File: src/hw/mwdt_pkg.sv
package mwdt_pkg;

  // ==========================================================
  // Register map
  localparam logic [15:0] MWDT_ARM_CONTROL_ADDR = 16'h0455;
  localparam int          MWDT_ARM_BIT          = 7;
  localparam logic [7:0]  MWDT_ARM_CONTROL_RST  = 8'h00;

  // ==========================================================
  // Timing
  // Nominal timeout; the checks accept half to one and a half times this
  localparam longint MWDT_CLK_HZ      = 64'h0BEBC200;
  localparam longint MWDT_TIMEOUT_MS  = 64'h44C;
  localparam longint MWDT_TIMEOUT_CYC = (MWDT_TIMEOUT_MS * MWDT_CLK_HZ) / 64'h3E8;
  localparam int     MWDT_CNT_W       = 28;
  localparam int     MWDT_RST_PULSE   = 16;
  localparam logic [4:0] MWDT_PULSE_W = 5'(MWDT_RST_PULSE);

  // ==========================================================
  // I/O request carrier
  typedef struct packed {
    logic        rd;
    logic        wr;
    logic [15:0] addr;
    logic [7:0]  wdata;
  } mwdt_io_req_t;

endpackage

File: src/hw/mwdt_module_watchdog_timer.sv
module mwdt_module_watchdog_timer
  import mwdt_pkg::*;
#(
  parameter longint TIMEOUT_CYC = MWDT_TIMEOUT_CYC
)
(
  input  wire logic         clk,
  input  wire logic         rst,
  input  wire logic         platform_enable,
  input  wire mwdt_io_req_t io_req,
  output logic              io_rd_hit,
  output logic [7:0]        io_rdata,
  output logic              module_reset
);

  // Last count before expiry; the cast keeps the compare at counter width
  localparam logic [MWDT_CNT_W-1:0] LIMIT      = MWDT_CNT_W'(TIMEOUT_CYC - 64'h1);
  // Pulse length seen on the last cycle of a full reset pulse
  localparam logic [4:0]            PULSE_LAST = MWDT_PULSE_W - 5'h01;

  logic                  en_meta;
  logic                  en_sync;
  logic                  armed;
  logic [MWDT_CNT_W-1:0] count;
  logic [4:0]            pulse_cnt;
  logic [4:0]            pulse_seen;
  logic                  hit;
  logic                  read_hit;
  logic                  access_hit;
  logic                  expire;

  // ==========================================================
  // Platform option synchroniser; the option pin is a strap, not clocked here
  always_ff @(posedge clk or posedge rst)
  begin
    if (rst)
    begin
      en_meta <= 1'h0;
      en_sync <= 1'h0;
    end
    else
    begin
      en_meta <= platform_enable;
      en_sync <= en_meta;
    end
  end

  // ==========================================================
  // Port decode only while enabled; a disabled port is simply not there
  assign hit        = en_sync && (io_req.addr == MWDT_ARM_CONTROL_ADDR);
  assign read_hit   = hit && io_req.rd;
  assign access_hit = hit && (io_req.rd || io_req.wr);

  // ==========================================================
  // Arm state; a running watchdog reset or a disabled option clears it
  always_ff @(posedge clk or posedge rst)
  begin
    if (rst)
      armed <= 1'h0;
    else if (!en_sync || pulse_cnt != 5'h00)
      armed <= 1'h0;
    else if (hit && io_req.wr)
      armed <= io_req.wdata[MWDT_ARM_BIT];
  end

  // ==========================================================
  // Timeout counter, held at zero while disarmed
  // Any decoded access restarts it, so an arming write starts a full interval
  assign expire = armed && (count == LIMIT);
  always_ff @(posedge clk or posedge rst)
  begin
    if (rst)
      count <= '0;
    else if (!armed || access_hit)
      count <= '0;
    else if (!expire)
      count <= count + 1'h1;
  end

  // ==========================================================
  // Reset pulse of fixed width so the whole reset tree sees it
  // A read in the expiry cycle still counts as a refresh and wins
  // No reload while a pulse runs, else the pulse would stretch by a cycle
  always_ff @(posedge clk or posedge rst)
  begin
    if (rst)
      pulse_cnt <= 5'h00;
    else if (expire && !read_hit && pulse_cnt == 5'h00)
      pulse_cnt <= MWDT_PULSE_W;
    else if (pulse_cnt != 5'h00)
      pulse_cnt <= pulse_cnt - 5'h01;
  end

  // Module reset straight from a flop; cut short if the option goes away
  always_ff @(posedge clk or posedge rst)
  begin
    if (rst)
      module_reset <= 1'h0;
    else
      module_reset <= en_sync && (pulse_cnt != 5'h00);
  end

  // ==========================================================
  // Read data: arm bit only, reserved bits zero
  always_ff @(posedge clk or posedge rst)
  begin
    if (rst)
    begin
      io_rd_hit <= 1'h0;
      io_rdata  <= MWDT_ARM_CONTROL_RST;
    end
    else
    begin
      io_rd_hit <= read_hit;
      io_rdata  <= read_hit ? {armed, 7'h00} : 8'h00;
    end
  end

  // ==========================================================
  // Length of the reset pulse so far, read by the checks only
  // Saturates so a stuck reset cannot wrap back into a legal length
  always_ff @(posedge clk or posedge rst)
  begin
    if (rst)
      pulse_seen <= 5'h00;
    else if (!module_reset)
      pulse_seen <= 5'h00;
    else if (pulse_seen != 5'h1F)
      pulse_seen <= pulse_seen + 5'h01;
  end

  // ==========================================================
  // Checks: decode and platform option
  a_disabled_no_reset: assert property (@(posedge clk) disable iff (rst)
    !en_sync |=> !module_reset)
    else $error("reset while disabled");

  a_disabled_no_hit: assert property (@(posedge clk) disable iff (rst)
    !en_sync |=> !io_rd_hit)
    else $error("read decoded while disabled");

  a_miss_ignored: assert property (@(posedge clk) disable iff (rst)
    (io_req.rd && !hit) |=> !io_rd_hit)
    else $error("foreign read answered");

  a_disable_disarms: assert property (@(posedge clk) disable iff (rst)
    !en_sync |=> !armed)
    else $error("armed while disabled");

  // ==========================================================
  // Checks: arming and disarming
  a_arm_write: assert property (@(posedge clk) disable iff (rst)
    (hit && io_req.wr && io_req.wdata[MWDT_ARM_BIT] && pulse_cnt == 5'h00) |=> armed)
    else $error("arm failed");

  a_disarm_write: assert property (@(posedge clk) disable iff (rst)
    (hit && io_req.wr && !io_req.wdata[MWDT_ARM_BIT]) |=> !armed)
    else $error("disarm failed");

  a_no_self_arm: assert property (@(posedge clk) disable iff (rst)
    (!armed && !(hit && io_req.wr)) |=> !armed)
    else $error("armed without write");

  a_reset_disarms: assert property (@(posedge clk) disable iff (rst)
    (pulse_cnt != 5'h00) |=> !armed)
    else $error("arm survived reset");

  // ==========================================================
  // Checks: interval counting and refresh
  a_read_refresh: assert property (@(posedge clk) disable iff (rst)
    (read_hit && armed) |=> (count == '0))
    else $error("read did not refresh");

  a_write_restart: assert property (@(posedge clk) disable iff (rst)
    (hit && io_req.wr && io_req.wdata[MWDT_ARM_BIT] && pulse_cnt == 5'h00) |=> (count == '0))
    else $error("arm did not start interval");

  a_count_steps: assert property (@(posedge clk) disable iff (rst)
    (armed && !access_hit && !expire) |=> (count == $past(count) + 1'h1))
    else $error("count skipped or stalled");

  a_disarmed_idle: assert property (@(posedge clk) disable iff (rst)
    !armed |=> (count == '0))
    else $error("count ran disarmed");

  a_count_bound: assert property (@(posedge clk) disable iff (rst)
    count <= LIMIT)
    else $error("count passed its limit");

  // ==========================================================
  // Checks: expiry and the reset pulse
  a_expire_reset: assert property (@(posedge clk) disable iff (rst)
    (expire && !read_hit && en_sync) ##1 en_sync |=> module_reset)
    else $error("timeout gave no reset");

  a_pulse_hold: assert property (@(posedge clk) disable iff (rst)
    (module_reset && en_sync && pulse_seen != PULSE_LAST) |=> module_reset)
    else $error("reset pulse ended early");

  a_pulse_bound: assert property (@(posedge clk) disable iff (rst)
    module_reset |-> (pulse_seen < MWDT_PULSE_W))
    else $error("reset pulse too long");

  // ==========================================================
  // Checks: read data
  a_readback: assert property (@(posedge clk) disable iff (rst)
    read_hit |=> (io_rdata == {$past(armed), 7'h00}))
    else $error("bad readback");

  a_rdata_idle: assert property (@(posedge clk) disable iff (rst)
    !read_hit |=> (io_rdata == 8'h00 && !io_rd_hit))
    else $error("read data without read");

endmodule // mwdt_module_watchdog_timer

File: config.mk
export PLATFORM = sky130hd
export DESIGN_NAME = mwdt_module_watchdog_timer
export DESIGN_NICKNAME = d
export VERILOG_FILES = /design/src/hw/mwdt_pkg.sv /design/src/hw/mwdt_module_watchdog_timer.sv
export SDC_FILE = /design/constraint.sdc
export NUM_CORES = 1
export LEC_CHECK = 0
export ABC_CLOCK_PERIOD_IN_PS = 2000
export BUFFER_PORTS_ARGS = -buffer_cell sky130_fd_sc_hd__buf_2
export CORE_MARGIN = 5
export CORE_UTILIZATION = 44
export CTS_CLUSTER_DIAMETER = 100
export CTS_CLUSTER_SIZE = 20
export DETAILED_ROUTE_END_ITERATION = 10
export HOLD_SLACK_MARGIN = 0.03
export PLACE_DENSITY_LB_ADDON = 0.1
export SLEW_MARGIN = 25
export SYNTH_ARGS = -nofsm -noshare
export SYNTH_HDL_FRONTEND = slang
export SYNTH_SLANG_ARGS = --single-unit
File: constraint.sdc
create_clock -name clk -period 2 [get_ports clk]
set_input_delay 0.1 -clock clk [delete_from_list [all_inputs] [get_ports clk]]
set_output_delay 0.1 -clock clk [all_outputs]
set_load 0.1 [all_outputs]
==> flow_summary.toml, run 1 <==
[outcome]
outcome = "completed"

[synth]
syn-instance-count = 208
synth-seq-area-share_pct = 48.27
cell_type_with_the_highest_aggregate_area_in_the_netlist = "sky130_fd_sc_hd__dfrtp_1"
synth.cell_area_mm2 = 0.002022
synthArstFlopShare_pct = 100.0
synth-warning-count = 0
synthTopCellsByCount = "sky130_fd_sc_hd__dfrtp_1, sky130_fd_sc_hd__nor2_1, sky130_fd_sc_hd__nand2_1"
syn_area_per_cell_um2 = 9.721
synth_cell_type_count = 41
post_synth_edffs = 0
most_frequently_used_cell_type_in_the_post_synthesis_netlist = "sky130_fd_sc_hd__dfrtp_1"
number_of_storage_elements_in_the_synthesis_netlist = 39
yosys.area.top_type_share_pct = 48.27
synthFlopType = "sky130_fd_sc_hd__dfrtp_1"
yosys-top-cells-area = "sky130_fd_sc_hd__dfrtp_1, sky130_fd_sc_hd__xnor2_1, sky130_fd_sc_hd__nor2_1, sky130_fd_sc_hd__xor2_1, sky130_fd_sc_hd__nand2_1"

[detailed_routing]
routed-via-count = 1511
post-route-drc-count = 0
drt_first_pass_iters = 4
detail_route.vias_per_cell = 5.210
dr.first_iter.drc_count = 74
post_drt_wl_per_cell_um = 12.86
drt.antenna.violating_nets = 0
detail_route.wirelength_um = 3730

[timing]
timing_hold_violations_final = 0
worst-slew-pin-transition_ns = 0.5042
max_freq_mhz = 548.5
max_transition_margin_pct = 66.38
final.min_clock_period_ns = 1.823
timing.final.crit_share_pct = 91.16
setup-tns-final_ns = 0
final_max_slew_viol_count = 0
clock-skew-final_ns = 0.003721
rsz0062_at_grt = "false"
timing.final.setup_violations = 0

[die]
core_mm2 = 0.004414
die_width_um = 77.79
die-height_um = 77.79
die_area_mm2 = 0.006051
floorplan.initialDensity_pct = 45.80
io_pins = 39
rows = 24

[power]
net_sw_power_w = 0.0003571
switching_share_of_power_pct = 25.37
internal_power_w = 0.001050
power_frac_seq_pct = 56.2
peakVddDrop_uv = 391.3
combPwrFrac_pct = 7.3
power.leakage_nw = 0.9701
clock_power_share_pct = 36.6
power.density_mw_per_mm2 = 616.7

[layout]
num-fill-cells = 408
postLayoutCellArea_mm2 = 0.002282
area.growth.synth_to_final_pct = 12.87
insertedDiodeCount = 0
final_net_count = 268
share_of_final_layout_standard_cells_stronger_than_drive_strength_1_pct = 18.91

[grt]
antenna_found_initial = 0
global_route_wire_length_before_repair_um = 6630
grt_start_max_net_pins = 40
global_routing_usage_summed_across_all_routing_layers_pct = 13.35
globalRouteOverflowTotal = 0
first_global_vias = 1444

[hold_path]
hold_path_depth = 3
hold_start = "io_req[7]"
min_path_type = "input pin to flip-flop"

[placement]
routabilityCongestion = 0.7295
dpl-instance-area_mm2 = 0.002178
port_buffers = 24
detailedPlacementHpwl_um = 2609

[critical_path]
arrival_ns = 2.03
setup.worst_path.start = "count[0]"
cp_slowest_cell = "sky130_fd_sc_hd__or4_1"
worstReg2RegStart = "count[0]"
crit_path_max_incr_delay_ns = 0.49
class_of_the_most_critical_setup_path = "flip-flop to flip-flop"
endpoint_type_of_the_worst_setup_path = "flip-flop"
rrSetupSlack_ns = 0.18
ff2ff_path_depth = 6
crit_chain = "ha_1 -> nand3_1 -> nor2_1 -> and3_1 -> or4_1 -> a21oi_1"
cp.required_ns = 2.21
timing.critical_path.from_type = "flip-flop"
critical_path.max_fanout = 7

[clocking]
numClockSinks = 39
worstSkewPairLatency_ns = 0.28
postCtsResizedCells = 0
clk_root_buffer_cell = "sky130_fd_sc_hd__clkbuf_8"
clock_tree.htree_level_count = 2
cts_inserted_buffers = 5
clock_tree_from_tritoncts = "built"
clock_tree.buffer_depth = 2
clkSlewWorstSetupHoldPaths_ns = 0.08

[run]
drv.max_cap_violation_count = 0
-- sequential cells by signal, summed over array words and instances (netlist names) --
signal	count
io_rd_hit	1
pulse_cnt	5
io_rdata	1
armed	1
en_meta	1
en_sync	1
count	28
module_reset	1
-- cells in the final DEF, fill, tap and decap left out, drive strengths merged, types with 2 or more instances in the layout --
cell	netlist	routed
a211oi	2	2
a21bo	2	2
a21oi	6	6
and2	4	4
and3	8	8
and4	7	7
buf	11	27
clkbuf	2	5
clkinv	0	3
conb	1	7
dfrtp	39	39
dlygate4sd3	0	2
ha	2	2
inv	3	3
nand2	18	18
nand3	9	9
nand4	4	4
nand4bb	3	3
nor2	32	32
nor2b	2	2
nor3	7	7
nor3b	2	2
nor4	3	3
nor4b	4	4
o21ai	4	4
or3	2	2
xnor2	14	14
xor2	8	8
-- layout make-up --
class / instances / area [µm²] / area share (%)
Inverter: 3 / 11.26 / 0.4934
Timing Repair Buffer: 29 / 175.2 / 7.675
Sequential cell: 39 / 975.9 / 42.76
Multi-Input combinational cell: 159 / 970.9 / 42.54
Clock buffer: 5 / 68.82 / 3.015
Tap cell: 52 / 65.06 / 2.851
Clock inverter: 3 / 15.01 / 0.6579
-- power by group through the flow --
| stage | clock network (W) | registers [W] | logic, W |
|---|---|---|---|
| 3_5_place_dp | 0 | 0.000807 | 0.000101 |
| 2_1_floorplan | 0 | 0.000806 | 0.0000838 |
| 3_3_place_gp | 0 | 0.000806 | 0.000100 |
| 6_report | 0.000515 | 0.000791 | 0.000102 |
| 5_1_grt | 0.000566 | 0.000791 | 0.000111 |
| 4_1_cts | 0.000537 | 0.000791 | 0.000104 |
-- through the flow --
| stage | hold WS (ns) | util, % | total power (W) | std cells | setup slack, ns |
|---|---|---|---|---|---|
| after floorplan | 0.1314 | - | 0.0008901 | 214 | 0.2883 |
| after global placement | 0.2094 | 49.35 | 0.0009065 | 280 | 0.2105 |
| after detailed placement | 0.2099 | 49.35 | 0.0009072 | 280 | 0.1915 |
| after CTS | 0.05951 | 51.70 | 0.001432 | 290 | 0.1650 |
| after global routing | 0.07669 | 51.70 | 0.001467 | 290 | 0.04678 |
| final | 0.07062 | 51.70 | 0.001408 | 290 | 0.1767 |
-- cells by family after synthesis --
| logic type | synth area share [%] |
|---|---|
| simple gates | 29.39 |
| other cells | 0.1855 |
| compound gates | 6.065 |
| mux | 0.4951 |
| fa+ha+maj | 1.237 |
| flops | 48.27 |
| xor+xnor | 9.530 |
| buf+inv | 4.827 |
-- final timing paths --
kind | endpoint
setup / recovery | count[5]
hold / removal | armed
setup reg to reg | count[5]
hold reg to reg | en_sync
max in group asynchronous | count[2]
min in group asynchronous | count[21]
-- metal layers --
metal,vias up,part of all wire (%),global-route usage (%)
met3,4,4.9,3.125
met2,35,41,19.12
li1,779,-,-
met5,-,0,0
met4,0,1.2,5.155
met1,693,53,19.40
-- what timing repair did --
action / CTS / global route
hold buffers: 2 / 0
buffers inserted: 0 / 0
endpoints found under the hold margin: 40 / 0
-- worst max-delay path: cells and delay by family (launching register included) --
family / cells / cell delay (ns)
fa+ha+maj: 1 / 0.24
simple gates: 4 / 0.93
flops: 1 / 0.43
compound gates: 1 / 0.15
Note: power is estimated with default switching activity, not from simulation.
==> run 2, diff against run 1 <==
--- a/config.mk
+++ b/config.mk
@@ -7,6 +7,7 @@
 export LEC_CHECK = 0
 export ABC_CLOCK_PERIOD_IN_PS = 2000
 export BUFFER_PORTS_ARGS = -buffer_cell sky130_fd_sc_hd__buf_2
+export CORE_ASPECT_RATIO = 0.8
 export CORE_MARGIN = 5
 export CORE_UTILIZATION = 44
 export CTS_CLUSTER_DIAMETER = 100
==> flow_summary.toml, run 2 (synthesized netlist as in run 1, its figures left out) <==
[layout]
share_of_final_layout_standard_cells_stronger_than_drive_strength_1_pct = 18.91
insertedDiodeCount = 0
number_of_cells_in_the_finished_layout_apart_from_fillers = 298
largest_register_ffs = 28
layout.cells.most_common_list = "sky130_fd_sc_hd__dfrtp_1, sky130_fd_sc_hd__nor2_1, sky130_fd_sc_hd__buf_2"
top_regs = "count: 28 flops, pulse_cnt: 5 flops"
largest_register_by_flop_count = "count"
area.growth.synth_to_final_pct = 15.04
layout_commonest_cell = "sky130_fd_sc_hd__dfrtp_1"
postLayoutCellArea_mm2 = 0.002326
final_net_count = 268

[detailed_routing]
drt.antenna.violating_nets = 0
met1Wirelength_um = 1963
post-route-drc-count = 0
drt_first_pass_iters = 4
post_drt_wl_per_cell_um = 12.92
detail_route.vias_per_cell = 5.091
met2_wirelength_um = 1563
dr.first_iter.drc_count = 62
detail_route.wirelength_um = 3849
routed.top_layer = "met4"
met3_wirelength_um = 252
routed-via-count = 1517

[grt]
antenna_found_initial = 0
global_routing_usage_summed_across_all_routing_layers_pct = 14.32
grt_start_max_net_pins = 40
first_global_vias = 1449
global_route_wire_length_before_repair_um = 6872
globalRouteOverflowTotal = 0

[critical_path]
worstReg2RegStart = "count[0]"
critPathTopFamily = "simple AND/OR/NAND/NOR gates"
endpoint_type_of_the_worst_setup_path = "flip-flop"
cp.required_ns = 2.22
buffering_stage_count_on_the_worst_path_with_inverters_included = 0
crit_chain = "ha_1 -> nand3_1 -> nor2_1 -> and3_1 -> or4_1 -> a21oi_1"
setup.worst_path.start = "count[0]"
class_of_the_most_critical_setup_path = "flip-flop to flip-flop"
arrival_ns = 2.03
crit_path_max_incr_delay_ns = 0.48
critical_path.max_fanout = 7
cp_slowest_cell = "sky130_fd_sc_hd__or4_1"
timing.critical_path.from_type = "flip-flop"

[clocking]
clock_tree.buffer_depth = 2
cts_inserted_buffers = 5
worstSkewPairLatency_ns = 0.29
clock_tree.htree_level_count = 2
clk_root_buffer_cell = "sky130_fd_sc_hd__clkbuf_8"
clkSlewWorstSetupHoldPaths_ns = 0.07
numClockSinks = 39
post-cts-setup-buffers = 0
clock_tree_from_tritoncts = "built"

[timing]
final.min_clock_period_ns = 1.813
clock-skew-final_ns = 0.006781
timing.final.crit_share_pct = 90.66
timing_hold_violations_final = 0
max_freq_mhz = 551.5
timing.final.setup_violations = 0
rsz0062_at_grt = "false"
setup-tns-final_ns = 0
final_max_slew_viol_count = 0

[hold_path]
hold_start = "io_req[7]"
min_path_type = "input pin to flip-flop"

[die]
rows = 22
floorplan.initialDensity_pct = 44.79
io_pins = 39
die_area_mm2 = 0.006059
core_mm2 = 0.004514
die_width_um = 85.79
die-height_um = 70.63

[placement]
placed_cells_incl_taps = 288
port_buffers = 24
routabilityCongestion = 0.7448
dpl-instance-area_mm2 = 0.002188
detailedPlacementHpwl_um = 2751

[power]
total_power_w = 0.001569
power.leakage_nw = 0.9836
power.density_mw_per_mm2 = 674.6
peakVddDrop_uv = 300.2

[outcome]
outcome = "completed"

[run]
drv.max_cap_violation_count = 0
[run 2: changes by cell type in the layout (fill, tap and decap cells not counted)]
cell / change
sky130_fd_sc_hd__bufinv_16: +1
sky130_fd_sc_hd__clkbuf_8: +1
sky130_fd_sc_hd__clkinv_2: -2
[run 2: final cells by class]
| class | instances | area, µm² |
|---|---|---|
| fillers | 429 | 2188 |
| flip-flops and latches | 39 | 975.9 |
| multi-input cells | 159 | 970.9 |
| repair buffers | 29 | 175.2 |
| clock buffers | 6 | 82.58 |
| well taps | 60 | 75.07 |
| clock inverters | 2 | 35.03 |
| inverters | 3 | 11.26 |
[run 2: power by group]
group	leakage [nW]	switching, W	internal (W)
Combinational	0.382	0.0000800	0.0000218
Sequential	0.541	0.000000949	0.000790
Clock	0.0612	0.000273	0.000404
[run 2: worst reg2reg max path, cell delays in order (launching register included)]
cell,delay [ns]
sky130_fd_sc_hd__dfrtp_1,0.41
sky130_fd_sc_hd__ha_1,0.24
sky130_fd_sc_hd__nand3_1,0.12
sky130_fd_sc_hd__nor2_1,0.10
sky130_fd_sc_hd__and3_1,0.25
sky130_fd_sc_hd__or4_1,0.48
sky130_fd_sc_hd__a21oi_1,0.15
[run 2: per-stage QoR]
stage                     hold slack [ns]  setup WS, ns  util [%]
final                             0.06242        0.1868     51.52
after global routing              0.05092       0.05150     51.52
after CTS                         0.05686        0.1681     51.52
after detailed placement           0.2102        0.1888     48.48
after global placement             0.2093        0.2010     48.48
after floorplan                    0.1314        0.2883         -
[run 2: routing by layer]
| metal | track usage [%] | vias up |
|---|---|---|
| met1 | 20.69 | 699 |
| met5 | 0 | - |
| li1 | - | 770 |
| met2 | 20.00 | 40 |
| met4 | 5.800 | 0 |
| met3 | 4.191 | 8 |
[run 2: final timing paths]
path                             endpoint  slack, ns  cells after the start
worst min register to register    en_sync       0.35                      0
worst max-delay path             count[5]       0.19                      6
worst min-delay path                armed       0.06                      3
min in group asynchronous       count[15]       0.47                      4
max in group asynchronous        count[7]       1.19                      4
worst max register to register   count[5]       0.19                      6
[run 2: what timing repair did]
action	in CTS	in global routing
endpoints found under the setup margin	0	0
hold endpoints to repair	40	0
hold buffers	2	0
resized for setup	0	0
==> run 3, diff against run 2 <==
--- a/config.mk
+++ b/config.mk
@@ -14,7 +14,8 @@
 export CTS_CLUSTER_SIZE = 20
 export DETAILED_ROUTE_END_ITERATION = 10
 export HOLD_SLACK_MARGIN = 0.03
-export PLACE_DENSITY_LB_ADDON = 0.1
+export PLACE_DENSITY = 0.66
+export SETUP_SLACK_MARGIN = 0.1
 export SLEW_MARGIN = 25
 export SYNTH_ARGS = -nofsm -noshare
 export SYNTH_HDL_FRONTEND = slang
==> flow_summary.toml, run 3 (synthesized netlist as in run 1, its figures left out) <==
[layout]
top_regs = "count: 28 flops, pulse_cnt: 5 flops"
layout.cells.most_common_list = "sky130_fd_sc_hd__dfrtp_1, sky130_fd_sc_hd__nor2_1, sky130_fd_sc_hd__buf_2"
layout_commonest_cell = "sky130_fd_sc_hd__dfrtp_1"
largest_register_by_flop_count = "count"
area.growth.synth_to_final_pct = 17.70
insertedDiodeCount = 0
final_net_count = 270
largest_register_ffs = 28
share_of_final_layout_standard_cells_stronger_than_drive_strength_1_pct = 20.83

[detailed_routing]
post_drt_wl_per_cell_um = 12.86
post-route-drc-count = 0
drt_first_pass_iters = 4
drt.antenna.violating_nets = 0
detail_route.wirelength_um = 3858
dr.first_iter.drc_count = 72
detail_route.vias_per_cell = 5.183
routed-via-count = 1555

[critical_path]
critical_path.max_fanout = 7
timing.critical_path.from_type = "flip-flop"
rrSetupSlack_ns = 0.19
endpoint_type_of_the_worst_setup_path = "flip-flop"
critical_path_depth = 6
critPathTopFamily = "simple AND/OR/NAND/NOR gates"
class_of_the_most_critical_setup_path = "flip-flop to flip-flop"
setup.worst_path.start = "count[0]"
cp_slowest_cell = "sky130_fd_sc_hd__or4_1"
ff2ff_path_depth = 6
arrival_ns = 2.01
crit_chain = "ha_1 -> nand3_1 -> nor2_1 -> and3_2 -> or4_1 -> a21oi_1"
buffering_stage_count_on_the_worst_path_with_inverters_included = 0
crit_path_max_incr_delay_ns = 0.47
timing.rr.end = "count[5]"
worstReg2RegStart = "count[0]"
worstSetupEndpoint = "count[5]"
cp.required_ns = 2.21

[grt]
global_routing_usage_summed_across_all_routing_layers_pct = 13.92
global_route_wire_length_before_repair_um = 6824
antenna_found_initial = 0
globalRouteOverflowTotal = 0
first_global_vias = 1469
grt_start_max_net_pins = 40

[clocking]
clk_root_buffer_cell = "sky130_fd_sc_hd__clkbuf_8"
clock_tree.buffer_depth = 2
worstSkewPairLatency_ns = 0.29
cts_inserted_buffers = 5
numClockSinks = 39
clkSlewWorstSetupHoldPaths_ns = 0.07
clock_tree_from_tritoncts = "built"
clock_tree.htree_level_count = 2

[die]
io_pins = 39
die_width_um = 85.79
die-height_um = 70.63
core_mm2 = 0.004514
die_area_mm2 = 0.006059
rows = 22
floorplan.initialDensity_pct = 44.79

[timing]
max_freq_mhz = 553.8
final_max_slew_viol_count = 0
setup-tns-final_ns = 0
timing.final.setup_violations = 0
rsz0062_at_grt = "true"
timing_hold_violations_final = 0
clock-skew-final_ns = 0.008564
timing.final.crit_share_pct = 90.28
final.min_clock_period_ns = 1.806
finalHoldWorstSlack_ns = 0.07400

[power]
peakVddDrop_uv = 306.5
power.leakage_nw = 1.013
power.density_mw_per_mm2 = 701.1

[hold_path]
min_path_type = "input pin to flip-flop"

[outcome]
outcome = "completed"

[placement]
port_buffers = 24
routabilityCongestion = 0.8019
detailedPlacementHpwl_um = 2755

[run]
drv.max_cap_violation_count = 0
[run 3: changes by cell type in the layout (fill, tap and decap cells not counted), sizes merged]
cell      previous run  this run
clkbuf               6         5
clkinvlp             0         1
clkinv               1         0
buf                 27        29
bufinv               1         2
[run 3: per-stage QoR]
stage / util [%] / setup slack (ns) / instances / total power, W / area (µm²)
global placement: 48.48 / 0.2262 / 288 / 0.0009063 / 2188
global route: 52.72 / 0.08862 / 300 / 0.001728 / 2380
finish: 52.72 / 0.1944 / 300 / 0.001669 / 2380
CTS: 51.94 / 0.1653 / 298 / 0.001685 / 2345
detailed placement: 48.48 / 0.1798 / 288 / 0.0009069 / 2188
floorplan: - / 0.2883 / 214 / 0.0008901 / 2044
[run 3: cell type report]
cell class / count / area [µm²]
fill: 428 / 2135
multi-input combinational: 159 / 991.0
sequential: 39 / 975.9
timing repair buffer: 31 / 190.2
tap: 60 / 75.07
clock buffer: 5 / 68.82
clock inverter: 3 / 67.56
inverter: 3 / 11.26
[run 3: worst min path at each step]
stage	start	to	slack, ns	cells past startpoint
2_1_floorplan	platform_enable	en_meta	0.13	0
3_3_place_gp	platform_enable	en_meta	0.21	1
3_5_place_dp	platform_enable	en_meta	0.21	1
4_1_cts	io_req[7]	armed	0.06	3
5_1_grt	io_req[7]	armed	0.08	3
6_report	io_req[7]	armed	0.07	3
[run 3: routing by layer]
metal	track usage, %	vias to the layer above	wire (µm)
li1	-	780	-
met1	20.51	734	2005
met2	19.74	39	1618
met3	3.842	2	213
met4	4.394	0	21
met5	0	-	0
[run 3: power breakdown]
part           internal, W  total [W]  switching, W
registers         0.000790   0.000791    0.00000113
logic            0.0000219   0.000102     0.0000801
clock network     0.000497   0.000776      0.000278
[run 3: what timing repair did]
| action | CTS | global route |
|---|---|---|
| endpoints found under the hold margin | 40 | 0 |
| setup endpoints to repair | 0 | 8 |
| gates resized for setup | 0 | 4 |
| buffers inserted | 0 | 2 |
| hold buffers | 2 | 0 |
[run 3: worst register-to-register path: cells and delay by family, from the launching register on]
family	cells	cell delay (ns)
simple gates	4	0.94
fa+ha+maj	1	0.23
flops	1	0.40
compound gates	1	0.16
